<file path="config.mk">
export PLATFORM = sky130hd
export DESIGN_NAME = pwm_underflow_control
export DESIGN_NICKNAME = d
export VERILOG_FILES = /design/src/pwm_underflow_pkg.sv /design/src/pwm_down_counter.sv /design/src/pwm_out_stage.sv /design/src/pwm_underflow_control.sv
export VERILOG_INCLUDE_DIRS = /design/src
export SDC_FILE = /design/constraint.sdc
export NUM_CORES = 1
export LEC_CHECK = 0
export BUFFER_PORTS_ARGS = -buffer_cell sky130_fd_sc_hd__buf_2
export CAP_MARGIN = 25
export CORE_MARGIN = 2
export CORE_UTILIZATION = 50
export CTS_CLUSTER_DIAMETER = 60
export DETAILED_ROUTE_END_ITERATION = 10
export GPL_TIMING_DRIVEN = 0
export PLACE_DENSITY = 0.76
export SYNTH_ARGS = -nofsm -noshare
export SYNTH_HDL_FRONTEND = slang
export SYNTH_SLANG_ARGS = --single-unit
</file>
<file path="constraint.sdc">
create_clock -name mclk -period 3.16 [get_ports mclk]
set_input_delay 0.158 -clock mclk [delete_from_list [all_inputs] [get_ports mclk]]
set_output_delay 0.158 -clock mclk [all_outputs]
set_load 0.01 [all_outputs]
</file>
<file path="src/pwm_underflow_consts.svh">
`ifndef PWM_UNDERFLOW_CONSTS_SVH
`define PWM_UNDERFLOW_CONSTS_SVH

// ----------------------------------------
// Widths
// ----------------------------------------
`define CNT_W          10
`define BYTE_W         8
`define HIGH_W         2
`define IDX_W          10
`define IDX_LSB        2

// ----------------------------------------
// Register indices (byte address = 4 * index)
// ----------------------------------------
`define IDX_PERIOD_LOW  10'h0D9
`define IDX_LEVEL_LOW   10'h0DA
`define IDX_CONTROL     10'h0DC
`define IDX_IRQ_ENABLE  10'h0E8
`define IDX_IRQ_HIPRI   10'h0F7
`define IDX_PERIOD_HIGH 10'h040
`define IDX_LEVEL_HIGH  10'h041
`define IDX_IRQ_STATUS  10'h042
`define IDX_IRQ_MASK    10'h043
`define IDX_COUNT_VIEW  10'h044

// ----------------------------------------
// Field positions
// ----------------------------------------
`define BIT_RUN        7
`define BIT_RELOAD     6
`define BIT_FLAG       5
`define BIT_CLEAR      4
`define BIT_INVERT     0
`define BIT_UF_ENABLE  5
`define BIT_UF_TOP     5
`define BIT_UF_STATUS  0

// ----------------------------------------
// Masks, reset values, responses
// ----------------------------------------
`define CTRL_MASK      8'hF1
`define IRQ_BITS_MASK  8'h70
`define REG_RST        8'h00
`define IRQ_MASK_RST   8'h01
`define RESP_OKAY      2'h0
`define RESP_SLVERR    2'h2

`endif

</file>
<file path="src/pwm_underflow_pkg.sv">
`include "pwm_underflow_consts.svh"

package pwm_underflow_pkg;
   typedef logic [`CNT_W-1:0]  count_t;
   typedef logic [`BYTE_W-1:0] byte_t;
   typedef logic [`IDX_W-1:0]  reg_idx_t;
   typedef enum logic [1:0] {
      WR_COLLECT = 2'b01,
      WR_RESP    = 2'b10
   } wr_state_t;
endpackage : pwm_underflow_pkg

</file>
<file path="src/pwm_down_counter.sv">
`timescale 1ns/1ps
`default_nettype none
`include "pwm_underflow_consts.svh"

module pwm_down_counter
   import pwm_underflow_pkg::*;
#(
   parameter int CNT_W = `CNT_W
)(
   input  wire logic             mclk,
   input  wire logic             reset,
   input  wire logic             run,
   input  wire logic             clear,
   input  wire logic             reload,
   input  wire logic [CNT_W-1:0] period,
   output logic      [CNT_W-1:0] count,
   output logic                  underflow
);

   if (CNT_W < 2) begin : g_chk
      $error("pwm_down_counter: CNT_W must be at least 2");
   end

   logic [CNT_W-1:0] next_count;

   // Underflow is the step from zero while running
   assign underflow = run && !clear && (count == '0);

   // Next count: clear first, then run, load or wrap
   always_comb begin
      next_count = count;
      if (clear) begin
         next_count = '0;                            // see RL5
      end else if (run) begin                        // see RL1
         if (count == '0) begin
            next_count = reload ? period : '1;       // see RL2, see RL3
         end else begin
            next_count = count - 1'b1;
         end
      end
   end

   // Counter register
   always_ff @(posedge mclk or posedge reset) begin
      if (reset) begin
         count <= '0;
      end else begin
         count <= next_count;
      end
   end

endmodule : pwm_down_counter

`default_nettype wire

</file>
<file path="src/pwm_out_stage.sv">
`timescale 1ns/1ps
`default_nettype none
`include "pwm_underflow_consts.svh"

module pwm_out_stage
   import pwm_underflow_pkg::*;
#(
   parameter int CNT_W = `CNT_W
)(
   input  wire logic             mclk,
   input  wire logic             reset,
   input  wire logic             load,
   input  wire logic [CNT_W-1:0] level_buf,
   input  wire logic [CNT_W-1:0] count,
   input  wire logic             invert,
   output logic                  pwm_out
);

   if (CNT_W < 2) begin : g_chk
      $error("pwm_out_stage: CNT_W must be at least 2");
   end

   logic [CNT_W-1:0] work_level;
   logic [CNT_W-1:0] next_work_level;
   logic             next_pwm_out;

   // Working level only follows the buffer on a reload
   always_comb begin
      next_work_level = load ? level_buf : work_level;   // see RL3
      next_pwm_out    = (count < work_level) ^ invert;    // see RL6
   end

   // Working level and output register
   always_ff @(posedge mclk or posedge reset) begin
      if (reset) begin
         work_level <= '0;
         pwm_out    <= 1'b0;
      end else begin
         work_level <= next_work_level;
         pwm_out    <= next_pwm_out;
      end
   end
endmodule : pwm_out_stage

`default_nettype wire

</file>
<file path="src/pwm_underflow_control.sv">
`timescale 1ns/1ps
`default_nettype none
`include "pwm_underflow_consts.svh"

// Summary of operation
// RL1 - Counter steps down only while the run bit is one.
// RL2 - With reload set, underflow loads the period; reload bit self-clears two cycles after the underflow.
// RL3 - With reload clear, period and level buffers never reach working registers.
// RL4 - Underflow of the 10-bit counter sets the flag and requests an interrupt.
// RL5 - Writing one to the clear bit zeroes the counter; the bit self-clears.
// RL6 - Invert bit zero gives normal output, one gives inverted output.
// RL7 - Read-write byte holds low eight bits of the channel-0 level.
// RL8 - Top-priority bit raises the underflow interrupt to highest priority.
// RL9 - Byte register holds low bits of the period reloaded into the counter.
// RL10 - Underflow interrupt reaches the processor only while its enable bit is one.
module pwm_underflow_control
   import pwm_underflow_pkg::*;
#(
   parameter int ADDR_W = 12
)(
   input  wire logic              mclk,
   input  wire logic              reset,
   input  wire logic [ADDR_W-1:0] s_axi_awaddr,
   input  wire logic              s_axi_awvalid,
   output logic                   s_axi_awready,
   input  wire logic [31:0]       s_axi_wdata,
   input  wire logic [3:0]        s_axi_wstrb,
   input  wire logic              s_axi_wvalid,
   output logic                   s_axi_wready,
   output logic [1:0]             s_axi_bresp,
   output logic                   s_axi_bvalid,
   input  wire logic              s_axi_bready,
   input  wire logic [ADDR_W-1:0] s_axi_araddr,
   input  wire logic              s_axi_arvalid,
   output logic                   s_axi_arready,
   output logic [31:0]            s_axi_rdata,
   output logic [1:0]             s_axi_rresp,
   output logic                   s_axi_rvalid,
   input  wire logic              s_axi_rready,
   output logic                   pwm_out,
   output logic                   irq,
   output logic                   irq_top
);

   if (ADDR_W < `IDX_W + `IDX_LSB) begin : g_chk
      $error("pwm_underflow_control: ADDR_W too small for register map");
   end

   // ----------------------------------------
   // Declarations
   // ----------------------------------------
   wr_state_t  wr_state;
   wr_state_t  next_wr_state;
   logic       aw_held;
   logic       next_aw_held;
   logic       w_held;
   logic       next_w_held;
   reg_idx_t   aw_idx;
   reg_idx_t   next_aw_idx;
   byte_t      wd;
   byte_t      next_wd;
   logic       wlane0;
   logic       next_wlane0;
   logic       next_awready;
   logic       next_wready;
   logic       next_bvalid;
   logic [1:0] next_bresp;
   logic       wr_fire;
   logic       wr_en;
   logic       wr_hit;

   logic        next_arready;
   logic        next_rvalid;
   logic [31:0] next_rdata;
   logic [1:0]  next_rresp;
   reg_idx_t    rd_idx;
   logic [31:0] rd_word;
   logic        rd_hit;

   byte_t              ctrl;
   byte_t              next_ctrl;
   byte_t              level_low;
   byte_t              next_level_low;
   byte_t              period_low;
   byte_t              next_period_low;
   logic [`HIGH_W-1:0] level_high;
   logic [`HIGH_W-1:0] next_level_high;
   logic [`HIGH_W-1:0] period_high;
   logic [`HIGH_W-1:0] next_period_high;
   byte_t              irq_en;
   byte_t              next_irq_en;
   byte_t              irq_hipri;
   byte_t              next_irq_hipri;
   logic               reload_taken;
   logic               next_reload_taken;

   byte_t irq_status;
   byte_t next_irq_status;
   byte_t irq_mask;
   byte_t next_irq_mask;
   logic  next_irq;
   logic  next_irq_top;

   count_t count;
   logic   underflow;
   count_t period;
   count_t level_buf;

   // ----------------------------------------
   // Write channel
   // ----------------------------------------

   // A write lands once both address and data are held
   assign wr_fire = (wr_state == WR_COLLECT) && aw_held && w_held;
   assign wr_en   = wr_fire && wlane0;

   // Write address decode
   always_comb begin
      case (aw_idx)
         `IDX_PERIOD_LOW, `IDX_LEVEL_LOW, `IDX_CONTROL,
         `IDX_IRQ_ENABLE, `IDX_IRQ_HIPRI, `IDX_PERIOD_HIGH,
         `IDX_LEVEL_HIGH, `IDX_IRQ_STATUS, `IDX_IRQ_MASK,
         `IDX_COUNT_VIEW: wr_hit = 1'b1;
         default:         wr_hit = 1'b0;
      endcase
   end

   // Next state of the write channel
   always_comb begin
      next_wr_state = wr_state;
      next_aw_held  = aw_held;
      next_w_held   = w_held;
      next_aw_idx   = aw_idx;
      next_wd       = wd;
      next_wlane0   = wlane0;
      next_bvalid   = s_axi_bvalid;
      next_bresp    = s_axi_bresp;
      case (wr_state)
         WR_COLLECT: begin
            if (s_axi_awvalid && s_axi_awready) begin
               next_aw_held = 1'b1;
               next_aw_idx  = s_axi_awaddr[`IDX_W+`IDX_LSB-1:`IDX_LSB];
            end
            if (s_axi_wvalid && s_axi_wready) begin
               next_w_held = 1'b1;
               next_wd     = s_axi_wdata[`BYTE_W-1:0];
               next_wlane0 = s_axi_wstrb[0];
            end
            if (wr_fire) begin
               next_aw_held  = 1'b0;
               next_w_held   = 1'b0;
               next_bvalid   = 1'b1;
               next_bresp    = wr_hit ? `RESP_OKAY : `RESP_SLVERR;
               next_wr_state = WR_RESP;
            end
         end
         WR_RESP: begin
            if (s_axi_bready) begin
               next_bvalid   = 1'b0;
               next_wr_state = WR_COLLECT;
            end
         end
         default: begin
            next_wr_state = WR_COLLECT;
         end
      endcase
      next_awready = (next_wr_state == WR_COLLECT) && !next_aw_held;
      next_wready  = (next_wr_state == WR_COLLECT) && !next_w_held;
   end

   // Write channel registers
   always_ff @(posedge mclk or posedge reset) begin
      if (reset) begin
         wr_state      <= WR_COLLECT;
         aw_held       <= 1'b0;
         w_held        <= 1'b0;
         aw_idx        <= '0;
         wd            <= '0;
         wlane0        <= 1'b0;
         s_axi_awready <= 1'b0;
         s_axi_wready  <= 1'b0;
         s_axi_bvalid  <= 1'b0;
         s_axi_bresp   <= `RESP_OKAY;
      end else begin
         wr_state      <= next_wr_state;
         aw_held       <= next_aw_held;
         w_held        <= next_w_held;
         aw_idx        <= next_aw_idx;
         wd            <= next_wd;
         wlane0        <= next_wlane0;
         s_axi_awready <= next_awready;
         s_axi_wready  <= next_wready;
         s_axi_bvalid  <= next_bvalid;
         s_axi_bresp   <= next_bresp;
      end
   end

   // ----------------------------------------
   // Read channel
   // ----------------------------------------

   assign rd_idx = s_axi_araddr[`IDX_W+`IDX_LSB-1:`IDX_LSB];

   // Read data selection
   always_comb begin
      rd_word = '0;
      rd_hit  = 1'b1;
      case (rd_idx)
         `IDX_PERIOD_LOW:  rd_word[`BYTE_W-1:0] = period_low;  // see RL9
         `IDX_LEVEL_LOW:   rd_word[`BYTE_W-1:0] = level_low;   // see RL7
         `IDX_CONTROL:     rd_word[`BYTE_W-1:0] = ctrl;
         `IDX_IRQ_ENABLE:  rd_word[`BYTE_W-1:0] = irq_en;
         `IDX_IRQ_HIPRI:   rd_word[`BYTE_W-1:0] = irq_hipri;
         `IDX_PERIOD_HIGH: rd_word[`HIGH_W-1:0] = period_high;
         `IDX_LEVEL_HIGH:  rd_word[`HIGH_W-1:0] = level_high;
         `IDX_IRQ_STATUS:  rd_word[`BYTE_W-1:0] = irq_status;
         `IDX_IRQ_MASK:    rd_word[`BYTE_W-1:0] = irq_mask;
         `IDX_COUNT_VIEW:  rd_word[`CNT_W-1:0]  = count;
         default:          rd_hit = 1'b0;
      endcase
   end

   // Next state of the read channel
   always_comb begin
      next_arready = s_axi_arready;
      next_rvalid  = s_axi_rvalid;
      next_rdata   = s_axi_rdata;
      next_rresp   = s_axi_rresp;
      if (s_axi_arvalid && s_axi_arready) begin
         next_arready = 1'b0;
         next_rvalid  = 1'b1;
         next_rdata   = rd_word;
         next_rresp   = rd_hit ? `RESP_OKAY : `RESP_SLVERR;
      end else if (s_axi_rvalid && s_axi_rready) begin
         next_arready = 1'b1;
         next_rvalid  = 1'b0;
      end else if (!s_axi_rvalid) begin
         next_arready = 1'b1;
      end
   end

   // Read channel registers
   always_ff @(posedge mclk or posedge reset) begin
      if (reset) begin
         s_axi_arready <= 1'b0;
         s_axi_rvalid  <= 1'b0;
         s_axi_rdata   <= '0;
         s_axi_rresp   <= `RESP_OKAY;
      end else begin
         s_axi_arready <= next_arready;
         s_axi_rvalid  <= next_rvalid;
         s_axi_rdata   <= next_rdata;
         s_axi_rresp   <= next_rresp;
      end
   end

   // ----------------------------------------
   // Control and value registers
   // ----------------------------------------

   // Clear bit drops, then software writes, then hardware clears reload and sets flag
   always_comb begin
      next_ctrl         = ctrl;
      next_level_low    = level_low;
      next_period_low   = period_low;
      next_level_high   = level_high;
      next_period_high  = period_high;
      next_irq_en       = irq_en;
      next_irq_hipri    = irq_hipri;
      next_reload_taken = underflow && ctrl[`BIT_RELOAD];
      next_ctrl[`BIT_CLEAR] = 1'b0;                                // see RL5
      if (wr_en) begin
         case (aw_idx)
            `IDX_CONTROL: begin
               next_ctrl = wd & `CTRL_MASK;
               next_ctrl[`BIT_FLAG] = wd[`BIT_FLAG] & ctrl[`BIT_FLAG];
            end
            `IDX_LEVEL_LOW:   next_level_low   = wd;              // see RL7
            `IDX_PERIOD_LOW:  next_period_low  = wd;              // see RL9
            `IDX_LEVEL_HIGH:  next_level_high  = wd[`HIGH_W-1:0];
            `IDX_PERIOD_HIGH: next_period_high = wd[`HIGH_W-1:0];
            `IDX_IRQ_ENABLE:  next_irq_en      = wd & `IRQ_BITS_MASK;
            `IDX_IRQ_HIPRI:   next_irq_hipri   = wd & `IRQ_BITS_MASK;
            default: begin
            end
         endcase
      end
      if (reload_taken) begin
         next_ctrl[`BIT_RELOAD] = 1'b0;                           // see RL2
      end
      if (underflow) begin
         next_ctrl[`BIT_FLAG] = 1'b1;                             // see RL4
      end
   end

   // Control registers
   always_ff @(posedge mclk or posedge reset) begin
      if (reset) begin
         ctrl         <= `REG_RST;
         level_low    <= `REG_RST;
         period_low   <= `REG_RST;
         level_high   <= '0;
         period_high  <= '0;
         irq_en       <= `REG_RST;
         irq_hipri    <= `REG_RST;
         reload_taken <= 1'b0;
      end else begin
         ctrl         <= next_ctrl;
         level_low    <= next_level_low;
         period_low   <= next_period_low;
         level_high   <= next_level_high;
         period_high  <= next_period_high;
         irq_en       <= next_irq_en;
         irq_hipri    <= next_irq_hipri;
         reload_taken <= next_reload_taken;
      end
   end

   // ----------------------------------------
   // Interrupts
   // ----------------------------------------

   // Sticky status, set wins over write-one-to-clear
   always_comb begin
      next_irq_status = irq_status;
      next_irq_mask   = irq_mask;
      if (wr_en && aw_idx == `IDX_IRQ_STATUS) begin
         next_irq_status = irq_status & ~wd;
      end
      if (wr_en && aw_idx == `IDX_IRQ_MASK) begin
         next_irq_mask = wd;
      end
      if (underflow) begin
         next_irq_status[`BIT_UF_STATUS] = 1'b1;                  // see RL4
      end
      next_irq       = (|(irq_status & irq_mask))
                       && irq_en[`BIT_UF_ENABLE];                 // see RL10
      next_irq_top   = next_irq && irq_hipri[`BIT_UF_TOP];        // see RL8
   end

   // Interrupt registers
   always_ff @(posedge mclk or posedge reset) begin
      if (reset) begin
         irq_status <= `REG_RST;
         irq_mask   <= `IRQ_MASK_RST;
         irq        <= 1'b0;
         irq_top    <= 1'b0;
      end else begin
         irq_status <= next_irq_status;
         irq_mask   <= next_irq_mask;
         irq        <= next_irq;
         irq_top    <= next_irq_top;
      end
   end

   // ----------------------------------------
   // Counter and output stage
   // ----------------------------------------

   assign period    = {period_high, period_low};
   assign level_buf = {level_high, level_low};

   pwm_down_counter #(.CNT_W(`CNT_W)) u_counter (
      .mclk      (mclk),
      .reset     (reset),
      .run       (ctrl[`BIT_RUN]),
      .clear     (ctrl[`BIT_CLEAR]),
      .reload    (ctrl[`BIT_RELOAD]),
      .period    (period),
      .count     (count),
      .underflow (underflow)
   );

   pwm_out_stage #(.CNT_W(`CNT_W)) u_out (
      .mclk      (mclk),
      .reset     (reset),
      .load      (underflow && ctrl[`BIT_RELOAD]),
      .level_buf (level_buf),
      .count     (count),
      .invert    (ctrl[`BIT_INVERT]),
      .pwm_out   (pwm_out)
   );
endmodule : pwm_underflow_control

`default_nettype wire

</file>
==> flow_summary.ini <==
[routing]
drtAntennaViolNets = 0
vias_per_cell = 5.72
drt_first_pass_iters = 5
via_count = 4343
drt_iter0_drc = 255
drc = 0
drt_wl_total_mm = 12.8
wire_per_inst_um = 16.9

[synthesis]
avgSynthCellArea_um2 = 10.9
synthCells = 514
yosys.area_share.simple = 0.135
syn_area_um2 = 5630
synth_xor_area_frac = 0.00467
yosysWarnings = 0
yosys_most_used_dff = dfrtp_1
synth_compound_area_frac = 0.126
synth-seq-cells = 111
synthAdderAreaFrac = 0.0289
yosysSeqAreaShare = 0.494
synth_edf_count = 0
async_flop_share = 1.00
yosysUniqueCellTypes = 61
synth_top_family_by_area = multiplexers
muxShareOfSynthArea = 0.149

[clock_tree]
clk_path_buf_depth = 2
cts_resized = 0
cts_root_buf = clkbuf_8
clkLatencyLatePin_ns = 0.39
cts_buffers = 9
clock_sinks = 111
cts_max_level = 3
cts.clk_slew.worst_paths_ns = 0.12
cts_tree = done

[die]
rows = 38
fp.dieH_um = 110
ios = 111
dieArea_um2 = 12100
dieWidth_um = 110
initial_utilization = 0.517
core_area_um2 = 10900

[sta]
fin_crit_sh = 0.825
rsz0062_at_grt = false
maxSlewViolCount = 0
final.setup.worst_slack_ns = 0.552
fin_crit_ns = 2.61
hold_viol_final = 0
worst_slew_pin_slew_ns = 0.816
slew_headroom = 0.452
max_freq_mhz = 384
finalSetupViolCount = 0
fin_skew_ns = 0.0133

[layout]
nFillCells = 923
antenna_cells = 0
final_nets = 694
mostFrequentLayoutCells = dfrtp_1 (109), mux2_2 (64), buf_2 (54), nand2_1 (30), nor2_1 (28)
instances_no_fill = 759
multiInputGateArea_um2 = 2590
seq_area_um2 = 2780
finish.utilization = 0.598
drive_above_1_share = 0.281
syn_to_final_growth_pct = 15.7
final_common_cell = dfrtp_1

[placement]
gp_routability_congestion = 0.894
place_inst = 731
place_ws_ns = 0.514
dp_hpwl_mm = 9.53
io_buffers = 53

[critical_path]
critPathTopFamily = simple AND/OR/NAND/NOR gates
cp-start-kind = register
slowest_stage = nor4_4
critPathKind = register to register
path_cells = ha_1 -> clkbuf_1 -> nand4_1 -> or2_4 -> nor4_4 -> mux2_2
cp_num_buf_inv = 1
crit_fanout = 8
crit_arrival_ns = 2.89
slowest_delay_ns = 0.57
required_ns = 3.44
ff2ff_path_depth = 6
crit_path_end_kind = register
path_depth = 6

[min_path]
holdPathStages = 2
hold_path_class = input pin to register

[pwr]
clock_power_share = 0.226
p_seq_frac = 0.501
combPwrFrac = 0.272
power_density_nw_per_um2 = 585
switching_power_uw = 1400
leakagePower_uw = 0.00304
intPower_uw = 2410
vdd_ir_drop_max_mv = 0.394
netSwitchingFraction = 0.367

[global_route]
grt_pass1_vias = 4187
grt_pass1_wl_mm = 20.7
grt_max_degree = 75
grt.overflow.total = 0
antenna_found_initial = 0
track_usage = 0.222

[flow_run]
drv_cap = 0

[run_status]
status = completed
-- synth_stat cells, types with 4 or more instances --
library cell	count	area share
inv_1	25	0.017
a22o_1	5	0.0078
ha_1	13	0.029
nor3_1	11	0.0098
a22oi_1	10	0.013
and2_1	4	0.0044
mux2_2	64	0.13
o21ai_0	25	0.022
a41oi_1	5	0.0078
nor2b_1	5	0.0056
nand3_1	14	0.012
nand4_1	5	0.0056
clkbuf_1	14	0.0093
nor2_1	28	0.019
or3_1	4	0.0044
mux2i_1	7	0.012
a21oi_1	24	0.021
nand2b_1	8	0.0089
a21boi_0	7	0.0093
a31oi_1	7	0.0078
buf_4	25	0.033
dfrtp_1	109	0.48
nand2_1	30	0.020
-- cell type report --
cell class / instances / area share
inverter: 25 / 0.0148
clock buffer: 9 / 0.0190
tap: 140 / 0.0269
buffer: 42 / 0.0388
multi-input combinational: 359 / 0.397
clock inverter: 7 / 0.0129
sequential: 111 / 0.427
timing repair buffer: 66 / 0.0634
-- cell families after synthesis --
kind of cell | Yosys count
flip-flops | 111
other | 1
XOR/XNOR | 3
AND/OR/NAND/NOR | 138
buffers and inverters | 67
adder cells (fa/ha/maj) | 13
multiplexers | 73
AO/OA/AOI/OAI | 108
-- sequential cells by signal, indices dropped and copies added, names as in the netlist, 2 cells and up --
name and cells:
wd 8, irq_status 8, level_high 2, s_axi_rdata 10
irq_en 3, u_out.work_level 10, irq_hipri 3, ctrl 5
period_high 2, irq_mask 8, u_counter.count 10, period_low 8
wr_state 2, level_low 8, aw_idx 10
-- repair_timing --
| action | 4_1_cts | 5_1_grt |
|---|---|---|
| endpoints found under the hold margin | 47 | 0 |
| buffers inserted | 0 | 0 |
| hold buffers | 12 | 0 |
-- power groups by stage --
stage | clock network (uW) | logic, uW | registers (uW)
2_1_floorplan | 0 | 764 | 1840
3_3_place_gp | 0 | 972 | 1920
3_5_place_dp | 0 | 1020 | 1940
4_1_cts | 875 | 1040 | 1910
5_1_grt | 936 | 1160 | 1950
6_report | 862 | 1040 | 1910
-- path summary, 6_finish.rpt --
check,from,slack (ns),endpoint
min in group asynchronous,reset,0.34,wlane0
max in group asynchronous,reset,2.07,irq_mask[0]
max reg2reg,wr_state[0],0.55,level_low[7]
max,wr_state[0],0.55,level_low[7]
min,s_axi_awaddr[9],0.0006,aw_idx[7]
min reg2reg,reload_taken,0.41,ctrl[6]
-- metal layers --
metal | GRT usage | part of all wire | up-vias
li1 | - | - | 2023
met3 | 0.0370 | 0.070 | 22
met5 | 0 | 0 | -
met2 | 0.374 | 0.48 | 191
met4 | 0.0688 | 0.019 | 0
met1 | 0.295 | 0.43 | 2107
-- metrics by stage --
step / hold WS [ns] / cell area (um2) / power [uW] / TNS [ns]
global route: 0.00798 / 6510 / 4040 / 0
floorplan: 0.308 / 5710 / 2610 / 0
detailed placement: 0.227 / 6180 / 2950 / 0
global placement: 0.387 / 6150 / 2890 / -113.11
finish: 0.000578 / 6510 / 3810 / 0
CTS: 0.000161 / 6510 / 3820 / 0
Note: power is estimated with default switching activity, not from simulation.
